<file path="src/verilog/vcc_map.vh">
`ifndef VCC_MAP_VH
`define VCC_MAP_VH

// Register addresses on the special function register bus.
`define VCC_ADDR_CONTROL 8'h9B
`define VCC_ADDR_MODE 8'h9D
`define VCC_ADDR_INSEL 8'h9F

// Reset values.
`define VCC_RST_CONTROL 8'h00
`define VCC_RST_MODE 8'h02
`define VCC_RST_INSEL 8'h00
`define VCC_RST_MODE_SEL 2'h2

// Control register fields.
`define VCC_CTL_EN 7
`define VCC_CTL_OUT 6
`define VCC_CTL_RIF 5
`define VCC_CTL_FIF 4
`define VCC_CTL_HYP_HI 3
`define VCC_CTL_HYP_LO 2
`define VCC_CTL_HYN_HI 1
`define VCC_CTL_HYN_LO 0

// Mode register fields.
`define VCC_MD_RIE 5
`define VCC_MD_FIE 4
`define VCC_MD_SEL_HI 1
`define VCC_MD_SEL_LO 0
`define VCC_MD_WMASK 8'h33

// Input select register fields.
`define VCC_MX_N_HI 6
`define VCC_MX_N_LO 4
`define VCC_MX_P_HI 2
`define VCC_MX_P_LO 0
`define VCC_MX_WMASK 8'h77
`define VCC_MX_NONE_BIT 2

`endif

</file>
<file path="src/verilog/vcc_control.v">
`timescale 1ns/1ps
`include "vcc_map.vh"

module vcc_control
(
  input wire clock,
  input wire rst,
  input wire sfr_wr,
  input wire sfr_rd,
  input wire [7:0] sfr_addr,
  input wire [7:0] sfr_wdata,
  output reg [7:0] sfr_rdata,
  output reg sfr_hit,
  input wire cmp_analog_in,
  output reg cmp_power_en,
  output reg [1:0] pos_hyst_sel,
  output reg [1:0] neg_hyst_sel,
  output reg [1:0] response_mode_sel,
  output reg [2:0] pos_input_sel,
  output reg [2:0] neg_input_sel,
  output reg pos_input_connect,
  output reg neg_input_connect,
  output reg cmp_latched_out,
  output reg cmp_raw_out,
  output reg cmp_reset_src,
  output reg rise_irq,
  output reg fall_irq
);

  // ----------------------------------------------------------------
  // Register state
  // ----------------------------------------------------------------
  reg cmp_enable_bit;
  reg rise_edge_flag;
  reg fall_edge_flag;
  reg rise_irq_enable;
  reg fall_irq_enable;
  reg sync_1;
  reg sync_2;
  reg cmp_state_bit;
  reg [7:0] next_rdata;
  reg next_hit;
  wire [1:0] next_flag;
  wire [1:0] flag_now;
  wire [1:0] flag_evt;
  wire [1:0] flag_wbit;

  // ----------------------------------------------------------------
  // Address decode
  // ----------------------------------------------------------------
  // True when the bus address selects the given register.
  function addr_is;
    input [7:0] addr;
    input [7:0] target;
    begin
      addr_is = (addr == target);
    end
  endfunction

  // Next value of one sticky edge flag.  A clearing write only takes
  // effect when no edge arrives in the same cycle, so no event is lost.
  function flag_update;
    input cur;
    input evt;
    input wr_hit;
    input wr_bit;
    begin
      flag_update = cur;
      if (wr_hit && !wr_bit)
        flag_update = 1'h0;
      if (evt)
        flag_update = 1'h1;
    end
  endfunction

  // Writes to an unmapped address fall through every decode and are lost.
  wire wr_ctl = sfr_wr && addr_is(sfr_addr, `VCC_ADDR_CONTROL);
  wire wr_md = sfr_wr && addr_is(sfr_addr, `VCC_ADDR_MODE);
  wire wr_mx = sfr_wr && addr_is(sfr_addr, `VCC_ADDR_INSEL);
  wire [7:0] md_w = sfr_wdata & `VCC_MD_WMASK;
  wire [7:0] mx_w = sfr_wdata & `VCC_MX_WMASK;
  // Edges are taken between the synchronized value and the state bit, so
  // they are seen only while enabled; disabling never makes a falling edge.
  wire rise_evt = cmp_enable_bit && sync_2 && !cmp_state_bit;
  wire fall_evt = cmp_enable_bit && !sync_2 && cmp_state_bit;

  // Decoder for an input select code; upper codes leave the input open.
  function sel_connects;
    input [2:0] code;
    begin
      sel_connects = !code[`VCC_MX_NONE_BIT];
    end
  endfunction

  // ----------------------------------------------------------------
  // Synchronizer
  // ----------------------------------------------------------------
  // The comparator result is asynchronous to the system clock.  Only the
  // second stage is read by logic, since the first may go metastable.
  always @(posedge clock or posedge rst)
  begin
    if (rst)
    begin
      sync_1 <= 1'h0;
      sync_2 <= 1'h0;
    end
    else
    begin
      sync_1 <= cmp_analog_in;
      sync_2 <= sync_1;
    end
  end

  // ----------------------------------------------------------------
  // Output state
  // ----------------------------------------------------------------
  // Every copy below is gated by the enable bit, which holds the pin
  // outputs low while the comparator is powered down.
  always @(posedge clock or posedge rst)
  begin
    if (rst)
    begin
      cmp_state_bit <= 1'h0;
      cmp_latched_out <= 1'h0;
      cmp_raw_out <= 1'h0;
      cmp_reset_src <= 1'h0;
    end
    else
    begin
      cmp_state_bit <= cmp_enable_bit & sync_2;
      cmp_latched_out <= cmp_enable_bit & sync_2;
      cmp_reset_src <= cmp_enable_bit & sync_2;
      // The pass-through copy is retimed only because outputs come from
      // flip-flops; the analog block also drives the pin directly.
      cmp_raw_out <= cmp_enable_bit & cmp_analog_in;
    end
  end

  // ----------------------------------------------------------------
  // Edge flags
  // ----------------------------------------------------------------
  // Index 1 carries the rising-edge flag and index 0 the falling one, so
  // both flags share one update path and cannot drift apart in behaviour.
  assign flag_now = {rise_edge_flag, fall_edge_flag};
  assign flag_evt = {rise_evt, fall_evt};
  assign flag_wbit = {sfr_wdata[`VCC_CTL_RIF], sfr_wdata[`VCC_CTL_FIF]};

  genvar gi;
  generate
    for (gi = 0; gi < 2; gi = gi + 1)
    begin : g_flag
      // Writing 1 leaves the flag alone; hardware never clears it.
      assign next_flag[gi] = flag_update(flag_now[gi], flag_evt[gi], wr_ctl,
                                         flag_wbit[gi]);
    end
  endgenerate

  // ----------------------------------------------------------------
  // Configuration registers
  // ----------------------------------------------------------------
  // Enabling the comparator or changing its hysteresis or response mode
  // can flag a false edge; software clears both flags shortly after.
  // The enable bit is not used to clear the flags either way.
  always @(posedge clock or posedge rst)
  begin
    if (rst)
    begin
      cmp_enable_bit <= 1'h0;
      rise_edge_flag <= 1'h0;
      fall_edge_flag <= 1'h0;
      pos_hyst_sel <= 2'h0;
      neg_hyst_sel <= 2'h0;
      rise_irq_enable <= 1'h0;
      fall_irq_enable <= 1'h0;
      response_mode_sel <= `VCC_RST_MODE_SEL;
      pos_input_sel <= 3'h0;
      neg_input_sel <= 3'h0;
    end
    else
    begin
      rise_edge_flag <= next_flag[1];
      fall_edge_flag <= next_flag[0];
      if (wr_ctl)
      begin
        cmp_enable_bit <= sfr_wdata[`VCC_CTL_EN];
        pos_hyst_sel <= sfr_wdata[`VCC_CTL_HYP_HI:`VCC_CTL_HYP_LO];
        neg_hyst_sel <= sfr_wdata[`VCC_CTL_HYN_HI:`VCC_CTL_HYN_LO];
      end
      if (wr_md)
      begin
        rise_irq_enable <= md_w[`VCC_MD_RIE];
        fall_irq_enable <= md_w[`VCC_MD_FIE];
        response_mode_sel <= md_w[`VCC_MD_SEL_HI:`VCC_MD_SEL_LO];
      end
      if (wr_mx)
      begin
        pos_input_sel <= mx_w[`VCC_MX_P_HI:`VCC_MX_P_LO];
        neg_input_sel <= mx_w[`VCC_MX_N_HI:`VCC_MX_N_LO];
      end
    end
  end

  // ----------------------------------------------------------------
  // Derived outputs
  // ----------------------------------------------------------------
  // Interrupt requests are levels that follow flag and enable one cycle
  // late; they drop only when software clears the flag or the enable.
  always @(posedge clock or posedge rst)
  begin
    if (rst)
    begin
      cmp_power_en <= 1'h0;
      rise_irq <= 1'h0;
      fall_irq <= 1'h0;
      pos_input_connect <= 1'h0;
      neg_input_connect <= 1'h0;
    end
    else
    begin
      cmp_power_en <= cmp_enable_bit;
      rise_irq <= rise_edge_flag & rise_irq_enable;
      fall_irq <= fall_edge_flag & fall_irq_enable;
      pos_input_connect <= sel_connects(pos_input_sel);
      neg_input_connect <= sel_connects(neg_input_sel);
    end
  end

  // ----------------------------------------------------------------
  // Read port
  // ----------------------------------------------------------------
  // Unused bits read as zero.  The state bit is read-only: the write path
  // above never touches it, whatever the control byte holds there.
  always @*
  begin
    next_rdata = 8'h00;
    next_hit = 1'h0;
    case (sfr_addr)
      `VCC_ADDR_CONTROL:
      begin
        next_hit = 1'h1;
        next_rdata = {cmp_enable_bit, cmp_state_bit, rise_edge_flag, fall_edge_flag,
                      pos_hyst_sel, neg_hyst_sel};
      end
      `VCC_ADDR_MODE:
      begin
        next_hit = 1'h1;
        next_rdata = {2'h0, rise_irq_enable, fall_irq_enable, 2'h0,
                      response_mode_sel};
      end
      `VCC_ADDR_INSEL:
      begin
        next_hit = 1'h1;
        next_rdata = {1'h0, neg_input_sel, 1'h0, pos_input_sel};
      end
      default:
      begin
        next_hit = 1'h0;
        next_rdata = 8'h00;
      end
    endcase
  end

  always @(posedge clock or posedge rst)
  begin
    if (rst)
    begin
      sfr_rdata <= 8'h00;
      sfr_hit <= 1'h0;
    end
    else
    begin
      sfr_rdata <= sfr_rd ? next_rdata : 8'h00;
      sfr_hit <= sfr_rd & next_hit;
    end
  end

endmodule

</file>
<file path="config.mk">
export PLATFORM = sky130hd
export DESIGN_NAME = vcc_control
export DESIGN_NICKNAME = d
export VERILOG_FILES = /design/src/verilog/vcc_control.v
export VERILOG_INCLUDE_DIRS = /design/src /design/src/verilog
export SDC_FILE = /design/constraint.sdc
export NUM_CORES = 1
export LEC_CHECK = 0
export ABC_CLOCK_PERIOD_IN_PS = 1200
export BUFFER_PORTS_ARGS = -buffer_cell sky130_fd_sc_hd__buf_4
export CORE_MARGIN = 5
export CORE_UTILIZATION = 45
export CTS_CLUSTER_SIZE = 12
export DETAILED_ROUTE_END_ITERATION = 16
export HOLD_SLACK_MARGIN = 0.15
export PLACE_DENSITY = 0.76
export SYNTH_ARGS = -nofsm -noshare
export SYNTH_HDL_FRONTEND = slang
export SYNTH_SLANG_ARGS = --single-unit
</file>
<file path="constraint.sdc">
create_clock -name clock -period 1.2 [get_ports clock]
set_clock_uncertainty 0.1 [all_clocks]
set_input_delay 0.24 -clock clock [delete_from_list [all_inputs] [get_ports clock]]
set_output_delay 0.24 -clock clock [all_outputs]
set_load 0.005 [all_outputs]
</file>
# Yosys cells after proc, flatten, opt, wreduce, memory -nomap -nowiden

Cells that the tools add are included.

Bits of input ports: 21
Register bits: 35

Reductions and logical operators: 18
Bitwise logic cells: 5
Mux-type cells: 7
Equality and inequality tests: 3

Operators with widths:

| cell                                        | count |
|---|---|
| 8-bit equality test (second input constant) | 3 |
| 8-bit case mux with 3 select lines          | 1 |
| 1-bit logical AND                           | 9 |
| 8-bit 2-to-1 mux                            | 1 |
| 1-bit zero test                             | 6 |
| 1-bit bitwise AND                           | 5 |
| 1-bit 2-to-1 mux                            | 5 |
| 2-bit nonzero test                          | 2 |
| 3-bit OR reduction                          | 1 |

# Logic depth before layout (Yosys ltp)

Depth after elaboration: 5
Gate-level depth with buffers: 4

# Least setup slack after synthesis

No wires, ideal clock.

Path type: input to register
Start: input port sfr_addr[1]
End: register cmp_enable_bit
Arrival time: 1.075 ns
Cell stages on the path: 4
Slack: -0.099 ns
Library setup time: 0.125 ns
Path buffers: 1
Cells stage by stage: buf_2 and2b_2 nand4_4 mux2_2

Word-level cells in the longest chain between the ends: 2

Ends and longest elaborated chain:

| element              | line              | source |
|---|---|---|
| from (decl)          | vcc_control.v:10  | `input wire [7:0] sfr_addr,` |
| 8-bit equality test  | vcc_control.v:56  | `addr_is = (addr == target);` |
| 1-bit logical AND    | vcc_control.v:77  | `` wire wr_ctl = sfr_wr && addr_is(sfr_addr, `VCC_ADDR_CONTROL); `` |
| to (signal assigned) | vcc_control.v:185 | `` cmp_enable_bit <= sfr_wdata[`VCC_CTL_EN]; `` |
| to (decl)            | vcc_control.v:33  | `reg cmp_enable_bit;` |

No other way between the ends.
A chain may end at the register's enable or synchronous reset.

# Worst setup path after layout

Start: register response_mode_sel[1]
End: output port response_mode_sel[1]

RTL lines:

| element                | line              | source |
|---|---|---|
| from (decl)            | vcc_control.v:18  | `output reg [1:0] response_mode_sel,` |
| from (signal assigned) | vcc_control.v:175 | `` response_mode_sel <= `VCC_RST_MODE_SEL; `` |
| from (signal assigned) | vcc_control.v:193 | `` response_mode_sel <= md_w[`VCC_MD_SEL_HI:`VCC_MD_SEL_LO]; `` |

No word-level cell between the ends.

==> flow_summary.json <==
{
  "initial_core_util_pct": 46.4,
  "violations": "setup timing",
  "ys_seq_area_share_pct": 62.9,
  "muxShareOfSynthArea_pct": 16.8,
  "rsz0062_at_grt": "yes",
  "drc": 0,
  "die_w_um": 65.7,
  "layout-drive-gt1-share_pct": 58.5,
  "final_common_cell": "buf_4",
  "clock_latency_ps": 340,
  "syn_nets": 120,
  "cts_sinks": 35,
  "yosysWarningCount": 0,
  "die_height_um": 65.7,
  "hold_viol": 0,
  "cts_buffers": 5,
  "slew_violations": 0,
  "fmax_mhz": 755,
  "h-tree-depth": 2,
  "synthesis.area_um2": 1390,
  "synth-compound-area-share_pct": 3.95,
  "synth_top_area_share_pct": 61.0,
  "synthAdderAreaFrac_pct": 0,
  "worst_slack_ps": -125,
  "synth_simple_gate_area_share_pct": 13.6,
  "synth_xor_area_share_pct": 0,
  "p_leak_nw": 1.15,
  "die_area_um2": 4310,
  "synth_top_family_by_area": "multiplexers",
  "tightest_slew_ps": 318,
  "via_per_inst": 5.16,
  "slew_headroom_pct": 78.8,
  "antenna_cells": 0,
  "wirelength_um": 3710,
  "antenna_found_initial": 0,
  "netlist_top_cells_area": "dfrtp_1, mux2_2, nand4_4",
  "status": "finished, violations left",
  "cp-end-kind": "output port",
  "vias": 1114,
  "clock_path_buffers": 2,
  "design.core.area_um2": 3000,
  "grt_pass1_wl_um": 5630,
  "port_buffers": 49,
  "cts_root_buf": "clkbuf_4",
  "final_cell_mix": "buf_4, dfrtp_1, buf_6, mux2_2, dlygate4sd3_1",
  "cts.clk_slew.worst_paths_ps": 110,
  "wire_per_inst_um": 17.2,
  "overflow": 0,
  "cp_cell_sequence": "buf_6",
  "cp_num_buf_inv": 1,
  "avgSynthCellArea_um2": 14.1,
  "grt_max_degree": 16,
  "track_usage_pct": 17.7,
  "place.gp.congestion": 0.813,
  "cp.arrival_ps": 990,
  "utilization_pct": 76.0,
  "dr.pass1.iters": 4,
  "num_rows": 20,
  "yosys.area.top_type": "dfrtp_1",
  "cp.required_ps": 860,
  "dr.first_iter.drc_count": 40,
  "cts_tree": "built",
  "vdd_ir_drop_max_mv": 0.821,
  "ys_ff_latch": 35,
  "setup_tns_ps": -568,
  "power.density_nw_per_um2": 1080,
  "ios": 50,
  "max_stage_delay_ps": 550,
  "area_delta_synth_final_pct": 63.6,
  "critPathKind": "register to output port",
  "ys_types": 22,
  "min_path_type": "input pin to register",
  "path_max_fanout": 2,
  "cp_top_family": "flip-flops",
  "timing.final.crit_period_ps": 1330,
  "grt_pass1_vias": 1205,
  "syn_inst": 99,
  "place_hpwl_um": 2440,
  "max_cap_viol_count": 0,
  "total_power_w": 0.00247,
  "place_ws_ps": -319,
  "setup-violations-final": 16,
  "nets": 203,
  "startpoint_type": "register",
  "drtAntennaViolNets": 0,
  "period_share_pct": 110,
  "critical_path.slowest_cell": "dfstp_2"
}
[Yosys cell counts]
library cell  number
a21o_1             2
nand3_1            1
nand4_2            1
a22oi_1            4
nor3b_1            2
mux2i_1            2
and4bb_4           1
inv_1              4
and2_1             4
dfrtp_1           34
mux2_2            19
nand4_4            2
nand4_1            1
nor2_1             8
buf_2              3
nand2_1            4
o21ai_0            2
dfstp_2            1
and2b_2            1
buf_4              1
and2_0             1
and2b_1            1
[area by class of cell]
class                      count  area [µm²]
clock buffer                   6        51.3
clock inverter                 2        35.0
fill                         189         722
inverter                       4        15.0
multi-input combinational     56         508
sequential                    35         877
tap                           33        41.3
timing repair buffer          80         753
[state kept, by name (all words and copies together), names as in the netlist]
signal / cells
fall_irq_enable: 1
pos_input_sel: 3
sync_1: 1
neg_input_connect: 1
cmp_state_bit: 1
sync_2: 1
sfr_rdata: 8
rise_irq_enable: 1
response_mode_sel: 2
fall_edge_flag: 1
rise_irq: 1
pos_input_connect: 1
cmp_enable_bit: 1
neg_hyst_sel: 2
pos_hyst_sel: 2
cmp_power_en: 1
rise_edge_flag: 1
neg_input_sel: 3
sfr_hit: 1
fall_irq: 1
cmp_raw_out: 1
[path summary, 6_finish.rpt]
| path | startpoint | to | slack (ps) | cells after the start |
|---|---|---|---|---|
| min in group asynchronous | rst | neg_input_sel[1] | 290 | 3 |
| worst min-delay path | sfr_rd | sfr_hit | 180 | 3 |
| max in group asynchronous | rst | cmp_power_en | 200 | 4 |
| worst max register to register | pos_input_sel[1] | sfr_rdata[1] | -30 | 4 |
| worst max-delay path | response_mode_sel[1] | response_mode_sel[1] | -130 | 1 |
| worst min register to register | sync_1 | sync_2 | 260 | 0 |
[routing by layer]
layer	track usage [%]	part of all wire, %	vias up
met5	0	0	-
met2	29.8	52	55
li1	-	-	507
met1	19.6	39	542
met3	7.35	7.2	10
met4	7.25	1.8	0
[where the power goes]
part / internal [W] / total (W) / switching [W]
clock: 0.000492 / 0.000889 / 0.000397
sequential: 0.00122 / 0.00125 / 0.0000285
combinational: 0.000209 / 0.000335 / 0.000126
[per-stage QoR]
stage          area [µm²]  hold WS [ps]  instances
4_1_cts              2210           154        215
6_report             2280           176        216
3_5_place_dp         1850           107        185
3_3_place_gp         1850           104        185
5_1_grt              2280           174        216
2_1_floorplan        1400           171         99
[repair_timing]
action | in CTS | in global routing
gates resized for setup | 20 | 16
hold buffers | 11 | 0
endpoints found under the hold margin | 55 | 0
pin swaps | 0 | 1
endpoints found under the setup margin | 19 | 34
buffers inserted | 11 | 1
[cells by family after synthesis]
kind of cell	Yosys count
mux	21
flops	35
compound gates	8
simple gates	27
buf+inv	8
No activity file was read; power rests on OpenSTA's default activity.
